--- src/core/qlink_pkg.sv ---
package qlink_pkg;
   localparam int unsigned ADDR_W   = 5;
   localparam int unsigned DATA_W   = 16;
   localparam int unsigned NUM_Q    = 96;
   localparam int unsigned NUM_PEND = 6;
   localparam int unsigned IDX_W    = 14;
   localparam int unsigned LADDR_W  = 32;
   localparam int unsigned IDX_SHIFT = 2;

   // register offsets (word index on the plain port)
   localparam logic [4:0] OFS_R0_BASE_LO  = 5'h00;
   localparam logic [4:0] OFS_R0_BASE_HI  = 5'h01;
   localparam logic [4:0] OFS_R0_COUNT    = 5'h02;
   localparam logic [4:0] OFS_R1_BASE_LO  = 5'h03;
   localparam logic [4:0] OFS_R1_BASE_HI  = 5'h04;
   localparam logic [4:0] OFS_PEND_FIRST  = 5'h08;
   localparam logic [4:0] OFS_PEND_LAST   = 5'h0d;
   localparam logic [4:0] OFS_IRQ_STATUS  = 5'h10;
   localparam logic [4:0] OFS_IRQ_MASK    = 5'h11;
   localparam logic [4:0] OFS_RAW_PEND_LO = 5'h12;

   localparam logic [15:0] RST_REG16      = 16'h0000;
   localparam logic [13:0] RST_COUNT      = 14'h0000;
   localparam logic [1:0]  RST_IRQ        = 2'h0;
   localparam logic [31:0] RST_LADDR      = 32'h0000_0000;
   localparam logic [15:0] UNMAPPED_READ  = 16'h0000;

   // interrupt status bit positions
   localparam int unsigned IRQ_LOOKUP_DONE = 0;
   localparam int unsigned IRQ_PEND_RISE   = 1;
endpackage : qlink_pkg

--- src/core/link_addr_if.sv ---
`timescale 1ns/100ps
interface link_addr_if;
   import qlink_pkg::*;
   logic [31:0] base0;
   logic [31:0] base1;
   logic [13:0] count0;
   logic        req;
   logic [13:0] index;
   logic        valid;
   logic        region1;
   logic [31:0] addr;
   modport calc (input base0, base1, count0, req, index, output valid, region1, addr);
   modport user (output base0, base1, count0, req, index, input valid, region1, addr);
endinterface : link_addr_if

--- src/core/qlink_regs.sv ---
`timescale 1ns/100ps
// Function
// - region 0 base is two 16-bit writable halves, low and high.
// - region 1 base is likewise two 16-bit writable halves.
// - any 32-bit base accepted; link address is a full 32-bit sum.
// - only full 16-bit accesses; no byte accesses exist or are issued.
// - region 0 count holds 14 writable bits; bits 15:14 read zero.
// - index below region 0 count maps into region 0.
// - index at or above region 0 count maps into region 1.
// - link address is chosen base plus index shifted left by two.
// - six pending registers; register k bit i is queue 16k+i.
// - pending registers are read-only, reset to zero, writes ignored.
module qlink_regs (
   input  wire logic                          i_clk_sys,
   input  wire logic                          i_resetn,
   input  wire logic [qlink_pkg::ADDR_W-1:0]  i_addr,
   input  wire logic [qlink_pkg::DATA_W-1:0]  i_wdata,
   input  wire logic                          i_wr,
   input  wire logic                          i_rd,
   output logic      [qlink_pkg::DATA_W-1:0]  o_rdata,
   input  wire logic [qlink_pkg::NUM_Q-1:0]   i_queue_nonempty,
   input  wire logic                          i_lookup_req,
   input  wire logic [qlink_pkg::IDX_W-1:0]   i_lookup_index,
   output logic                               o_lookup_valid,
   output logic                               o_lookup_region1,
   output logic      [qlink_pkg::LADDR_W-1:0] o_lookup_addr,
   output logic                               o_irq
);
   import qlink_pkg::*;

   logic [15:0]      r0_base_lo_r;
   logic [15:0]      r0_base_hi_r;
   logic [13:0]      r0_count_r;
   logic [15:0]      r1_base_lo_r;
   logic [15:0]      r1_base_hi_r;
   logic [NUM_Q-1:0] pend_r;
   logic [1:0]       irq_status_r;
   logic [1:0]       irq_mask_r;
   logic [1:0]       irq_set;
   logic [15:0]      rdata_nxt;
   logic [2:0]       pend_sel;
   logic             lookup_req_r;
   logic [13:0]      lookup_index_r;

   link_addr_if la ();

   always_ff @(posedge i_clk_sys) begin
      if (!i_resetn) begin
         r0_base_lo_r <= RST_REG16;
         r0_base_hi_r <= RST_REG16;
      end else if (i_wr) begin
         if (i_addr == OFS_R0_BASE_LO) begin
            r0_base_lo_r <= i_wdata;
         end
         if (i_addr == OFS_R0_BASE_HI) begin
            r0_base_hi_r <= i_wdata;
         end
      end
   end

   always_ff @(posedge i_clk_sys) begin
      if (!i_resetn) begin
         r1_base_lo_r <= RST_REG16;
         r1_base_hi_r <= RST_REG16;
      end else if (i_wr) begin
         if (i_addr == OFS_R1_BASE_LO) begin
            r1_base_lo_r <= i_wdata;
         end
         if (i_addr == OFS_R1_BASE_HI) begin
            r1_base_hi_r <= i_wdata;
         end
      end
   end

   always_ff @(posedge i_clk_sys) begin
      if (!i_resetn) begin
         r0_count_r <= RST_COUNT;
      end else if (i_wr && i_addr == OFS_R0_COUNT) begin
         r0_count_r <= i_wdata[13:0];
      end
   end

   // pending follows queue occupancy, never software
   // queue flags come from same-clock queue logic, so no synchroniser
   always_ff @(posedge i_clk_sys) begin
      if (!i_resetn) begin
         pend_r <= '0;
      end else begin
         pend_r <= i_queue_nonempty;
      end
   end

   // lookup requests registered so the calculator sees stable inputs
   always_ff @(posedge i_clk_sys) begin
      if (!i_resetn) begin
         lookup_req_r   <= 1'b0;
         lookup_index_r <= RST_COUNT;
      end else begin
         lookup_req_r   <= i_lookup_req;
         lookup_index_r <= i_lookup_index;
      end
   end

   // base used as written, low bits trusted zero
   assign la.base0  = {r0_base_hi_r, r0_base_lo_r};
   assign la.base1  = {r1_base_hi_r, r1_base_lo_r};
   assign la.count0 = r0_count_r;
   assign la.req    = lookup_req_r;
   assign la.index  = lookup_index_r;

   link_addr_calc u_calc (
      .i_clk_sys (i_clk_sys),
      .i_resetn  (i_resetn),
      .la        (la)
   );

   always_ff @(posedge i_clk_sys) begin
      if (!i_resetn) begin
         o_lookup_valid   <= 1'b0;
         o_lookup_region1 <= 1'b0;
         o_lookup_addr    <= RST_LADDR;
      end else begin
         o_lookup_valid   <= la.valid;
         o_lookup_region1 <= la.region1;
         o_lookup_addr    <= la.addr;
      end
   end

   // events: lookup finished, any queue went from empty to pending
   always_comb begin
      irq_set                  = 2'b00;
      irq_set[IRQ_LOOKUP_DONE] = la.valid;
      irq_set[IRQ_PEND_RISE]   = |(i_queue_nonempty & ~pend_r);
   end

   // set wins over a write-one clear in the same cycle
   always_ff @(posedge i_clk_sys) begin
      if (!i_resetn) begin
         irq_status_r <= RST_IRQ;
      end else if (i_wr && i_addr == OFS_IRQ_STATUS) begin
         irq_status_r <= (irq_status_r & ~i_wdata[1:0]) | irq_set;
      end else begin
         irq_status_r <= irq_status_r | irq_set;
      end
   end

   always_ff @(posedge i_clk_sys) begin
      if (!i_resetn) begin
         irq_mask_r <= RST_IRQ;
      end else if (i_wr && i_addr == OFS_IRQ_MASK) begin
         irq_mask_r <= i_wdata[1:0];
      end
   end

   // level output, one cycle behind status
   always_ff @(posedge i_clk_sys) begin
      if (!i_resetn) begin
         o_irq <= 1'b0;
      end else begin
         o_irq <= |(irq_status_r & irq_mask_r);
      end
   end

   assign pend_sel = 3'(i_addr - OFS_PEND_FIRST);

   // every access is a whole 16-bit word
   always_comb begin
      rdata_nxt = UNMAPPED_READ;
      if (i_addr >= OFS_PEND_FIRST && i_addr <= OFS_PEND_LAST) begin
         // register k bit i is queue 16k+i
         rdata_nxt = pend_r[pend_sel*DATA_W +: DATA_W];
      end else begin
         unique case (i_addr)
            OFS_R0_BASE_LO: rdata_nxt = r0_base_lo_r;
            OFS_R0_BASE_HI: rdata_nxt = r0_base_hi_r;
            OFS_R0_COUNT:   rdata_nxt = {2'b00, r0_count_r};
            OFS_R1_BASE_LO: rdata_nxt = r1_base_lo_r;
            OFS_R1_BASE_HI: rdata_nxt = r1_base_hi_r;
            OFS_IRQ_STATUS: rdata_nxt = {14'h0000, irq_status_r};
            OFS_IRQ_MASK:   rdata_nxt = {14'h0000, irq_mask_r};
            default:        rdata_nxt = UNMAPPED_READ;
         endcase
      end
   end

   // read data stands only in the cycle after the strobe
   always_ff @(posedge i_clk_sys) begin
      if (!i_resetn) begin
         o_rdata <= UNMAPPED_READ;
      end else if (i_rd) begin
         o_rdata <= rdata_nxt;
      end else begin
         o_rdata <= UNMAPPED_READ;
      end
   end
endmodule : qlink_regs

--- src/core/link_addr_calc.sv ---
`timescale 1ns/100ps
module link_addr_calc (
   input  wire logic    i_clk_sys,
   input  wire logic    i_resetn,
   link_addr_if.calc    la
);
   import qlink_pkg::*;

   logic        region1_sel;
   logic [31:0] offset;
   logic [31:0] base_sel;

   // index at or above count goes to region 1
   assign region1_sel = (la.index >= la.count0);
   assign offset      = {{(LADDR_W-IDX_W-IDX_SHIFT){1'b0}}, la.index, {IDX_SHIFT{1'b0}}};
   // below count stays in region 0
   assign base_sel    = region1_sel ? la.base1 : la.base0;

   always_ff @(posedge i_clk_sys) begin
      if (!i_resetn) begin
         la.valid   <= 1'b0;
         la.region1 <= 1'b0;
         la.addr    <= RST_LADDR;
      end else begin
         la.valid <= la.req;
         if (la.req) begin
            la.region1 <= region1_sel;
            // full 32-bit sum, wraps modulo 2^32
            la.addr    <= base_sel + offset;
         end
      end
   end
endmodule : link_addr_calc

--- config.mk ---
export PLATFORM = sky130hd
export DESIGN_NAME = qlink_regs
export DESIGN_NICKNAME = d
export VERILOG_FILES = /design/src/core/qlink_pkg.sv /design/src/core/link_addr_if.sv /design/src/core/qlink_regs.sv /design/src/core/link_addr_calc.sv
export SDC_FILE = /design/constraint.sdc
export NUM_CORES = 1
export LEC_CHECK = 0
export ABC_AREA = 1
export BUFFER_PORTS_ARGS = -buffer_cell sky130_fd_sc_hd__clkbuf_2
export CAP_MARGIN = 20
export CORE_AREA = 2 2 171 173
export DETAILED_ROUTE_END_ITERATION = 6
export DIE_AREA = 0 0 173 175
export PLACE_DENSITY = 0.71
export REMOVE_ABC_BUFFERS = 1
export SKIP_LAST_GASP = 1
export SYNTH_ARGS = -nofsm -noshare
export SYNTH_HDL_FRONTEND = slang
export SYNTH_HIERARCHICAL = 1
export SYNTH_SLANG_ARGS = --single-unit
--- constraint.sdc ---
create_clock -name i_clk_sys -period 4.7 [get_ports i_clk_sys]
set_input_delay 0.47 -clock i_clk_sys [delete_from_list [all_inputs] [get_ports i_clk_sys]]
set_output_delay 0.47 -clock i_clk_sys [all_outputs]
set_load 0.03 [all_outputs]
# After elaboration in Yosys (flattened, before gate mapping)
# Index checks and enable logic that the tools add are counted.
dict set report word_totals {
  register_bits 278
  inputBits 136
  wordCells 53
}
dict set report classes {
  add_sub_neg 2
  n_lt_le_gt_ge 3
  n_eq_ne 6
  shift 1
  muxes 4
  bitwise 7
  n_reduce_logical 12
}
# op count
set op_table {}
lappend op_table {{$pmux W16 S7} 1}
lappend op_table {{$and A96 B96 Y96} 1}
lappend op_table {{$not A96 Y96} 1}
lappend op_table {{$reduce_or A96 Y1} 1}
lappend op_table {{$shiftx A96 B8 Y16} 1}
lappend op_table {{$add A32 B16 Y32} 1}
lappend op_table {{$mux W32} 1}
lappend op_table {{$mux W16} 1}
lappend op_table {{$ge A14 B14 Y1} 1}
lappend op_table {{$eq A5 B2 Y1 const B} 2}
lappend op_table {{$eq A5 B5 Y1 const B} 2}
lappend op_table {{$reduce_and A2 Y1} 5}
lappend op_table {{$eq A5 B1 Y1 const B} 1}
lappend op_table {{$eq A5 B3 Y1 const B} 1}
lappend op_table {{$ge A5 B4 Y1 const B} 1}
lappend op_table {{$le A5 B4 Y1 const B} 1}
lappend op_table {{$logic_not A5 Y1} 1}
lappend op_table {{$and A2 B2 Y2} 2}
lappend op_table {{$logic_and A1 B1 Y1} 4}
lappend op_table {{$or A2 B2 Y2} 2}
lappend op_table {{$sub A3 B1 Y3 const B} 1}
lappend op_table {{$mux W2} 1}
lappend op_table {{$not A2 Y2} 1}
lappend op_table {{$reduce_or A2 Y1} 1}

# Longest topological paths before layout
# Gate-level depths: netlist (run 1).
dict set report depth {
  ltp_word 5
  ltp_mapped 30
  depth_no_buf 28
}

# Hierarchy
# The synthesis (run 1) kept the hierarchy.
# module instances cells_each area_per_inst_um2
set by_module_without_submodules {}
lappend by_module_without_submodules {qlink_regs 1 1385 9708.1}
lappend by_module_without_submodules {link_addr_calc 1 526 3210.6}

# Least setup slack after synthesis (run 1)
# No wires, ideal clock.
dict set report synth_path {
  path_type {register to register}
  from {register r0_count_r[13], in the netlist la.count0[13]}
  to {register u_calc.la.addr[27]}
  setup_ns 0.109
  t_arrival_ns 3.496
  required_ns 4.591
  slack_ns 1.095
  stages_incl_launch_ff 30
  path_buffers 3
  cell_sequence {dfxtp_1 > inv_1 > ha_1 > nand2_1 > nor2_2 > nand2_1 > nand2_2 > nor2_8 > nand3_4 > buf_12 > buf_6 > clkbuf_1 > nand2_1 > nand2_1 > ha_1 > nand2_1 > nand2_1 > a21oi_1 > o21ai_0 > nand3_1 > nand2_1 > nand3_1 > nand2_1 > inv_1 > nor2_4 > nand2_1 > nand2_1 > nand3_1 > nand2_1 > inv_1}
}
dict set report synth_via {
  elab_chain_len 3
}
# item line
set synth_rtl {}
lappend synth_rtl {{start, declared} qlink_regs.sv:33} ;# logic [13:0] r0_count_r;
lappend synth_rtl {{start signal, assigned} qlink_regs.sv:79} ;# r0_count_r <= i_wdata[13:0];
lappend synth_rtl {{$ge A14 B14 Y1} link_addr_calc.sv:14} ;# assign region1_sel = (la.index >= la.count0);
lappend synth_rtl {{$mux W32} link_addr_calc.sv:17} ;# assign base_sel = region1_sel ? la.base1 : la.base0;
lappend synth_rtl {{$add A32 B16 Y32} link_addr_calc.sv:29} ;# la.addr <= base_sel + offset;
lappend synth_rtl {{end signal, assigned} link_addr_calc.sv:29}
lappend synth_rtl {{end, declared} link_addr_if.sv:12} ;# modport calc (input base0, base1, count0, req, index, output valid, region1, addr);
# No other way between the ends.
# A chain may end at the register's enable or synchronous reset.

# Final worst setup path (run 1)
dict set report layout_path {
  from {register r0_count_r[13], in the netlist la.count0[13]}
  to {register u_calc.la.addr[14]}
}
# Same word-level chain as after synthesis.

==> impl_results.md, run 1 <==
* Mux share of post-synthesis cell area at 0%
* Remaining DRCs at 0
* Initial antenna violation count at 2
* F_max at 247 MHz
* Final period util at 86.1%
* Inserted Diodes at 0
* Pwr dens at 362 nW/um^2
* Adder-cell share of the synthesized area at 2.87%
* Hold buffers post-CTS at 0
* Crit path DAT at 4550 ps
* Worst Path Required at 5200 ps
* Psw at 1400 uW
* Status: complete, no violations
* Ys Warns at 6
* Layout fillers at 2904
* GRT overflow at 0
* Syn_area_per_cell at 6.76 sq um
* Initial Util at 45.5%
* DIE HEIGHT at 175 um
* Int Power at 4070 uW
* Final clock skew at 8.40 ps
* Main synth FF type: dfxtp_1
* Number of H-tree levels at 1
* Die area at 30300 sq um
* Synth Area in Simple Gates at 26.3%
* TritonCTS Buffers at 30
* CTS tree: yes
* Largest fanout on the critical path at 21
* Total Wirelength at 37100 um
* Commonest cells in the netlist: nand2_1 (527), inv_1 (376), dfxtp_1 (278), nor2_1 (182), o21ai_0 (142)
* FP Rows at 62
* Comb pwr share at 10.6%
* Synth area leader: dfxtp_1
* Count leader, synth: nand2_1
* Switching share of total power at 25.6%
* Width of the die at 173 um
* Synth top area cells: dfxtp_1 (43%), nand2_1 (15%), inv_1 (11%)
* # clock sinks at 278
* Crit Path Class: reg2reg
* First-pass GRT wire length at 59100 um
* I/O Buffers at 186
* Xor/xnor cell area share of the yosys netlist at 0.949%
* Detail Route Antenna Nets at 0
* Clock slew at reported path FFs at 60 ps
* Total GRT Usage at 24.2%
* Vias in the first global route at 11600
* Synth async-reset ratio at 0%
* Nets@finish at 2232
* # IOs at 187
* Post-CTS Setup Bufs at 0
* Gate Count Post-Synth at 1911
* Top-area cell type share of the netlist area at 43.1%
* Multi-input gate area at 5570 sq um
* Post-layout min period at 4050 ps
* Slew @ Worst Pin at 845 ps
* CP Capture Type: register
* Vias at 12100
* Sequential Power Share at 45.6%
* Placed cell count at 2419
* Worst skew pair latency at 560 ps
* Max clock buf depth at 3
* Reg area at 5570 sq um
* 1st-iter DRT viols at 1099
* Final Hold Viols at 0
* Largest net degree at the start of global routing at 107
* RSZ-0062 raised after global routing: no
* Post-synthesis compound-gate area fraction at 13.0%
* Max-cap violations at 0
* LEAKAGE at 0.00792 uW
* Via-per-instance ratio at 4.88
* DRT Pass-1 Iters at 5
* Post-DP HPWL at 27000 um
* RePlAce Congestion at 0.883
* Sequential share of the synthesized area at 43.1%
* Main combinational cell family by area after synthesis: simple AND/OR/NAND/NOR gates
* Share of cells above drive strength 1 at 14.0%
* CTS Root Cell: clkbuf_16
* Synthesized area at 12900 sq um
* Post-synthesis register bit count at 278
* Finished Layout Cells at 2474
* Post-synth EDFFs at 0
* Core area at 28400 sq um
* Cts repair resizes at 0
* Critical Path Source Type: register
* Clock share of power at 43.8%
* Slew Viols, Final at 0
* Wire per inst at 15.0 um
* Setup TNS at 0 ps
* Worst Hold Class: in2reg
* Netlist cell types at 40
* Worst VDD drop at 0.000256 V
* Area Growth Syn to Fin at 16.8%
* Endpoints failing setup at 0
* Slew margin rel. at 43.6%
## kinds of logic (layout without fill, tap and decap cells)
family	Yosys count	after routing
simple gates	823	823
buf+inv	458	637
compound gates	309	309
flops	278	278
fa+ha+maj	29	29
xor+xnor	14	14
## worst paths after layout
path / start / endpoint / slack (ps) / depth (start not counted)
worst min-delay path: i_lookup_index[3] / la.index[3] / 90 / 3
worst max register to register: la.count0[13] / u_calc/la.addr[14] / 650 / 24
worst min register to register: u_calc/la.addr[1] / o_lookup_addr[1] / 430 / 2
worst max-delay path: la.count0[13] / u_calc/la.addr[14] / 650 / 24
## cell type report
class	instances	area share, %
well taps	384	3.18
repair buffers	196	6.71
inverters	386	9.60
clock inverters	9	0.688
clock buffers	46	6.04
flip-flops and latches	278	36.9
multi-input cells	1175	36.9
## cell usage in the layout (no fill, tap or decap), drive strengths merged, types with 5 or more instances in the layout
cell type,n
a21oi,106
a22oi,8
buf,11
clkbuf,231
clkinv,5
dfxtp,278
ha,28
inv,386
nand2,539
nand3,60
nand4,21
nor2,198
o211ai,21
o21ai,156
o221ai,10
xnor2,6
xor2,8
## critical path: stages (launching register included)
cell and delay [ps]:
dfxtp_1 350, inv_1 60, ha_1 290, nand2_1 80, nor2_2 130, nand2_1 100
nor2_2 100, nand2_2 130, nand3_4 90, inv_1 320, nand2_1 160, nand2_1 80
ha_1 210, fa_1 420, nand3_1 110, nand2_1 90, nand2_1 70, nand2_1 100
a21boi_0 300, o21ai_0 180, a21boi_0 230, a21oi_1 90, o21ai_0 110, o211ai_1 110
inv_1 80
## power groups by stage
| stage | Clock (uW) | Combinational [uW] | Sequential [uW] |
|---|---|---|---|
| 6_report | 2400 | 577 | 2490 |
| 5_1_grt | 2540 | 648 | 2500 |
| 4_1_cts | 2430 | 576 | 2490 |
| 3_5_place_dp | 0 | 572 | 2540 |
| 3_3_place_gp | 0 | 565 | 2540 |
| 2_1_floorplan | 0 | 303 | 2560 |
## metrics by stage
step                      setup slack (ps)  hold slack [ps]  utilization [%]  power [uW]  cell area (sq um)
after floorplan                        957              398                -        2870              12600
after global placement                 857              419             49.6        3110              14100
after detailed placement               729              425             49.6        3120              14100
after CTS                              705             83.4             53.2        5500              15100
after global routing                   302              106             53.2        5690              15100
final                                  653             94.2             53.2        5470              15100
## state kept, by name, indices dropped and copies added (netlist names)
name,cells
o_lookup_valid,1
u_calc/la.valid,1
u_calc/la.region1,1
r1_base_hi_r,16
u_calc/la.addr,32
la.index,14
r0_base_lo_r,16
o_irq,1
la.count0,14
la.req,1
o_rdata,16
r0_base_hi_r,16
o_lookup_addr,32
irq_status_r,2
r1_base_lo_r,16
irq_mask_r,2
pend_r,96
o_lookup_region1,1
## routing by layer
| layer | wire length (um) | GRT usage (%) | vias up |
|---|---|---|---|
| met4 | 1130 | 7.91 | 0 |
| met2 | 17200 | 41.4 | 432 |
| met1 | 16000 | 31.0 | 5437 |
| li1 | - | - | 6143 |
| met5 | 0 | 0 | - |
| met3 | 2720 | 4.22 | 66 |
No activity file was read; power rests on OpenSTA's default activity.
==> inputs of run 2 (changes only) <==
Settings changed: ABC_AREA 1 to default, CORE_AREA 2 2 171 173 to 2 2 169 171, DIE_AREA 0 0 173 175 to 0 0 171 173, HOLD_SLACK_MARGIN from default to 0.15.
==> run 2 against run 1 <==
Die area is 2.3% lower. Highest routed layer unchanged. Setup slack worse by 420 ps. Count of clock-buffer cells in the layout is 5 lower. Synthesized cell count down 24%. Critical path type unchanged.
==> impl_results.md, run 2 <==
* Slew @ Worst Pin at 1100 ps (+253 ps)
* CP bufs+invs at 1 (-2)
* Core area at 27600 sq um (-2.7%)
* Slew margin rel. at 26.4% (-17 points)
* Worst skew pair latency at 570 ps (about the same)
* Number of H-tree levels at 1 (unchanged)
* Width of the die at 171 um (-1.2%)
* Detail Route Antenna Nets at 0 (unchanged)
* Placed Area at 13900 sq um (-1.4%)
* Crit path DAT at 4920 ps (+370 ps)
* Synthesized area at 12700 sq um (-2.0%)
* Max-cap violations at 0 (unchanged)
* Worst VDD drop at 0.000270 V (+5.6%)
* Commonest cells in the netlist: dfxtp_1 (278), nand2_1 (264), and2_1 (149), inv_1 (126), a21boi_0 (62)
* Post-synthesis register bit count at 278 (unchanged)
* CP Cell Sequence: inv_1, ha_1, and3_1, a221o_1, a41oi_4, o21ai_4, nand2_1, nand2_1, ha_1, fa_1, a211o_1, a21oi_1, o21ai_1, a21oi_1, o21ai_2, a2111o_1, o32ai_1
* CP endpoint: u_calc/la.addr[22]
* Main synth FF type: dfxtp_1
* Cell area after layout at 15900 sq um (+5.6%)
* Hold_ws at 156 ps (+61.7 ps)
* Stages on the worst setup path at 17 (-29%)
* Commonest non-fill, non-tap cells in the layout: dfxtp_1 (278), nand2_1 (264), clkbuf_2 (184)
* 1st-iter DRT viols at 970 (-12%)
* R2R Setup Slk at 240 ps (-420 ps)
* CP Capture Type: register
* Gate Count Post-Synth at 1451 (-24%)
* Synth async-reset ratio at 0% (unchanged)
* Syn_area_per_cell at 8.73 sq um (+29%)
* F_max at 224 MHz (-9.3%)
* Slew Viols, Final at 0 (unchanged)
* Layout fillers at 2408 (-17%)
* Remaining DRCs at 0 (unchanged)
* CTS tree: yes
* FP Rows at 61 (-1.6%)
* Final clock skew at 13.9 ps (+5.50 ps)
* Ys Warns at 6 (unchanged)
* DIE HEIGHT at 173 um (-1.1%)
* Endpoints failing setup at 0 (unchanged)
* Status: complete, no violations
* TritonCTS Buffers at 29 (-3.3%)
* Synth top area cells: dfxtp_1 (44%), nand2_1 (7.8%), and2_1 (7.4%)
* Crit Path Class: reg2reg
* Largest net degree at the start of global routing at 158 (+48%)
* Design Power at 5380 uW (-1.7%)
* Final period util at 95.0% (+8.9 points)
* Wire per inst at 19.0 um (+27%)
* First-pass GRT wire length at 61700 um (+4.4%)
* Post-layout min period at 4460 ps (+417 ps)
* Sequential share of the synthesized area at 43.9% (+0.86 points)
* RePlAce Congestion at 0.896 (+1.4%)
* DRT Pass-1 Iters at 5 (unchanged)
* Post-CTS Setup Bufs at 0 (unchanged)
* Worst Path Required at 5160 ps (-40 ps)
* Post-synth EDFFs at 0 (unchanged)
* Crit path from: la.count0[7]
* Synth area leader: dfxtp_1
* Vias in the first global route at 11100 (-4.0%)
* Final Hold Viols at 0 (unchanged)
* Critical Path Source Type: register
* GRT overflow at 0 (unchanged)
* Reg area at 5570 sq um (unchanged)
* Top reg by flops: pend_r
* LEAKAGE at 0.00672 uW (-15%)
* Count leader, synth: dfxtp_1
* Netlist cell types at 72 (+80%)
* Via-per-instance ratio at 5.39 (+10%)
* Post-DP HPWL at 27400 um (+1.7%)
* Fin util at 57.7% (+4.5 points)
* Reg2reg start: la.count0[7]
* FF-to-FF End: u_calc/la.addr[22]
* Multi-input gate area at 6310 sq um (+13%)
* Top flop regs: pend_r (96), o_lookup_addr (32), u_calc/la.addr (32)
* CP max stage delay at 430 ps (about the same)
* Total Wirelength at 40100 um (+8.2%)
* # IOs at 187 (unchanged)
* Initial antenna violation count at 1 (-1)
* Nets@finish at 1877 (-16%)
* R2R depth at 17 (-29%)
* Clock slew at reported path FFs at 60 ps (about the same)
* Area Growth Syn to Fin at 25.8%
* Worst path slowest cell: fa_1
* Pwr dens at 338 nW/um^2 (-6.9%)
* Initial Util at 45.8% (+0.34 points)
* Commonest non-fill, non-tap cell in the layout: dfxtp_1
* Total GRT Usage at 26.5% (+2.3 points)
* CTS Root Cell: clkbuf_16
* # clock sinks at 278 (unchanged)
* I/O Buffers at 186 (unchanged)
* Worst Hold Class: in2reg
* Die area at 29600 sq um (-2.3%)
* Top delay family on crit path: compound AO/OA/AOI/OAI gates
* Top-area cell type share of the netlist area at 43.9% (+0.86 points)
* Largest register FFs at 96 (unchanged)
* Largest fanout on the critical path at 8 (-62%)
* Share of cells above drive strength 1 at 16.2% (+2.2 points)
* Vias at 11400 (-5.6%)
* Max clock buf depth at 3 (unchanged)
[run 2: cell count changes after synthesis, moves of 16 or more]
cell	delta
o22ai_1	+53
a21boi_0	+59
nand2_1	-263
nor2_1	-148
a21oi_1	-65
a21boi_1	+19
nand3_1	-31
mux2i_1	+51
and2_1	+149
mux4_2	+16
o21ai_0	-136
inv_1	-250
[run 2: final cells by class]
type / instances / share of cell area [%]
clock inverters: 12 / 0.824
multi-input cells: 970 / 39.6
repair buffers: 307 / 13.4
clock buffers: 41 / 5.34
inverters: 126 / 2.97
diodes: 1 / 0.0157
flip-flops and latches: 278 / 34.9
well taps: 378 / 2.97
[run 2: metrics by stage]
step / setup WS (ps) / instances / TNS [ps]
2_1_floorplan: 376 / 1374 / 0
6_report: 235 / 2113 / 0
3_3_place_gp: 214 / 1953 / 0
5_1_grt: -82.8 / 2113 / -96.3
4_1_cts: 45.4 / 2111 / 0
3_5_place_dp: 144 / 1953 / 0
[run 2: how the worst min path moves through the flow]
stage	startpoint	endpoint	slack, ps	depth (start not counted)
finish	i_lookup_index[5]	la.index[5]	160	2
global route	i_lookup_index[5]	la.index[5]	150	2
CTS	i_queue_nonempty[0]	pend_r[0]	150	2
floorplan	u_calc/la.valid	o_lookup_valid	430	1
detailed placement	u_calc/la.addr[9]	o_lookup_addr[9]	450	1
global placement	u_calc/la.region1	o_lookup_region1	440	1
[run 2: per-layer routing]
layer | GRT usage [%] | up-vias | routed length [um]
met1 | 33.5 | 5295 | 16500
li1 | - | 5471 | -
met3 | 5.04 | 105 | 3100
met2 | 45.0 | 525 | 19000
met5 | 0 | - | 0
met4 | 9.43 | 0 | 1570
[run 2: timing repair]
item,CTS,global route
endpoints found under the hold margin,105,1
endpoints found under the setup margin,0,12
hold buffers,105,1
gates resized for setup,0,4
[run 2: kinds of logic after synthesis]
group	count (synthesis)	synth area share [%]
buf+inv	203	6.41
xor+xnor	13	0.899
simple gates	561	21.9
mux	71	7.28
compound gates	296	16.6
flops	278	43.9
fa+ha+maj	29	2.92
[run 2: power by group]
part / internal (uW) / switching [uW] / leakage [uW]
logic: 265 / 295 / 0.00396
registers: 2430 / 48.5 / 0.00227
clock network: 1370 / 970 / 0.000489
==> inputs of run 3 (changes only) <==
Settings changed: RECOVER_POWER from default to 50.
==> run 3 against run 2 <==
The run now ends with max-capacitance violations, max-slew violations left. Total power barely moved. Maximum frequency rose by 0.11%. Combinational power barely moved. Largest power group unchanged. Sequential power barely moved. Clock power barely moved. Via count fell by 0.86%. Critical endpoint is now u_calc/la.addr[25]. First-iteration DRC count fell by 2.0%. Count of clock-buffer cells in the layout did not move.
==> impl_results.md, run 3 (same netlist as run 2, synthesis figures left out) <==
* Status: finished, violations left
* Violations in the final reports: max-capacitance violations, max-slew violations
* Vias at 11300 (-0.86%)
* Top delay family on crit path: compound AO/OA/AOI/OAI gates
* Sequential Power Share at 46.1% (about the same)
* Detail Route Antenna Nets at 0 (unchanged)
* Pre-CTS WS at 144 ps (unchanged)
* Worst VDD drop at 0.000271 V (+0.28%)
* Worst Hold Class: in2reg
* First-pass GRT wire length at 61700 um (unchanged)
* Initial antenna violation count at 1 (unchanged)
* Pwr dens at 338 nW/um^2 (+0.25%)
* Initial Util at 45.8% (unchanged)
* # clock sinks at 278 (unchanged)
* Width of the die at 171 um (unchanged)
* Commonest non-fill, non-tap cells in the layout: dfxtp_1 (278), nand2_1 (264), clkbuf_2 (170)
* Slew margin rel. at -67.2% (-94 points)
* Crit path DAT at 4950 ps (+30 ps)
* Final period util at 94.9% (-0.10 points)
* Worst skew pair latency at 570 ps (about the same)
* Clock slew at reported path FFs at 60 ps (about the same)
* CP dominant cell by count: nand2_1
* Largest register FFs at 96 (unchanged)
* Worst Path Required at 5200 ps (+40 ps)
* Via-per-instance ratio at 5.35 (-0.86%)
* Max clock buf depth at 3 (unchanged)
* Vias in the first global route at 11100 (unchanged)
* Stages on the worst setup path at 16 (-1)
* Die area at 29600 sq um (unchanged)
* Slew Viols, Final at 249 (+249)
* # IOs at 187 (unchanged)
* Post-layout min period at 4460 ps (-4.91 ps)
* CTS tree: yes
* F_max at 224 MHz (+0.11%)
* FP Rows at 61 (unchanged)
* Area Growth Syn to Fin at 25.5%
* Psw at 1310 uW (about the same)
* Final Hold Viols at 0 (unchanged)
* Max-cap violations at 3 (+3)
* Hold path depth at 2 (unchanged)
* CP Cell Sequence: inv_1, ha_1, and3_1, a221o_1, a41oi_4, o21a_2, buf_4, nand2_1, nand2_1, ha_1, nand3_1, o21ai_0, nand2_1, o311a_1, or3_1, a21oi_1
* DIE HEIGHT at 173 um (unchanged)
* Top reg by flops: pend_r
* DRT Pass-1 Iters at 5 (unchanged)
* Remaining DRCs at 0 (unchanged)
* Crit Path Class: reg2reg
* Share of cells above drive strength 1 at 15.2% (-0.98 points)
* Total Wirelength at 40200 um (+0.19%)
* Final clock skew at 13.2 ps (-0.737 ps)
* Slew @ Worst Pin at 2510 ps (+1410 ps)
* Core area at 27600 sq um (unchanged)
* Post-DP HPWL at 27400 um (unchanged)
* Number of H-tree levels at 1 (unchanged)
* GRT overflow at 0 (unchanged)
* Worst setup margin at 240 ps (+4.91 ps)
* Switching share of total power at 24.4% (about the same)
* Endpoints failing setup at 0 (unchanged)
* I/O Buffers at 186 (unchanged)
* RePlAce Congestion at 0.896 (unchanged)
* 1st-iter DRT viols at 951 (-2.0%)
* Comb pwr share at 10.4% (about the same)
* CTS Root Cell: clkbuf_16
* Fin util at 57.5% (-0.15 points)
* Clock share of power at 43.5% (about the same)
* CP max stage delay at 540 ps (+110 ps)
* LEAKAGE at 0.00661 uW (-1.7%)
* Nets@finish at 1877 (unchanged)
* Critical Path Source Type: register
* Total GRT Usage at 26.5% (unchanged)
* Top flop regs: pend_r (96), o_lookup_addr (32), u_calc/la.addr (32)
* Commonest non-fill, non-tap cell in the layout: dfxtp_1
* CP bufs+invs at 2 (+1)
* CP Capture Type: register
* Int Power at 4060 uW (about the same)
* R2R depth at 16 (-1)
* Largest fanout on the critical path at 12 (+4)
* Wire per inst at 19.0 um (+0.19%)
* TritonCTS Buffers at 29 (unchanged)
* Post-CTS Setup Bufs at 0 (unchanged)
* Largest net degree at the start of global routing at 158 (unchanged)
* Worst path slowest cell: o21ai_0
[run 3: changes by cell type in the layout (fill, tap and decap cells not counted), sizes merged]
| cell | before | now |
|---|---|---|
| buf | 17 | 14 |
| clkbuf | 225 | 228 |
[run 3: area by class of cell]
cell class / instances / area, sq um
multi-input cells: 970 / 6310
flip-flops and latches: 278 / 5570
repair buffers: 307 / 2090
fillers: 2419 / 11700
inverters: 126 / 473
clock inverters: 12 / 131
diodes: 1 / 2.50
well taps: 378 / 473
clock buffers: 41 / 851
[run 3: worst paths after layout]
check	endpoint	startpoint	slack, ps
worst max-delay path	u_calc/la.addr[25]	la.count0[7]	240
worst min register to register	o_lookup_addr[9]	u_calc/la.addr[9]	460
worst min-delay path	pend_r[14]	i_queue_nonempty[14]	170
worst max register to register	u_calc/la.addr[25]	la.count0[7]	240
[run 3: repair_timing]
action | 4_1_cts | 5_1_grt
resized for setup | 0 | 4
hold buffers | 105 | 1
setup endpoints to repair | 0 | 12
hold endpoints to repair | 105 | 1
[run 3: worst reg2reg max path, delay by kind of cell (launching register included)]
kind / cells / cell delay (ps)
AO/OA/AOI/OAI: 6 / 2140
AND/OR/NAND/NOR: 6 / 1090
adder cells (fa/ha/maj): 2 / 530
flip-flops: 1 / 360
buffers and inverters: 2 / 280
[run 3: per-layer routing]
layer	wire length [um]	part of all wire, %	GRT usage [%]
met1	16600	41	33.5
met2	19000	47	45.0
met3	3130	7.8	5.04
met4	1490	3.7	9.43
met5	0	0	0
[run 3: power groups by stage]
stage	clock, uW	sequential [uW]	combinational, uW
floorplan	0	2520	246
global placement	0	2520	468
detailed placement	0	2530	475
CTS	2370	2470	545
global route	2470	2480	605
finish	2340	2480	560
[run 3: metrics by stage]
| step | TNS [ps] | std cells | total power (uW) | hold slack [ps] | instance area [sq um] |
|---|---|---|---|---|---|
| final | 0 | 2113 | 5380 | 170 | 15900 |
| after global placement | 0 | 1953 | 2990 | 444 | 13900 |
| after CTS | 0 | 2111 | 5400 | 150 | 15900 |
| after floorplan | 0 | 1374 | 2770 | 431 | 12300 |
| after detailed placement | 0 | 1953 | 3000 | 448 | 13900 |
| after global routing | -99.5 | 2113 | 5560 | 172 | 15900 |
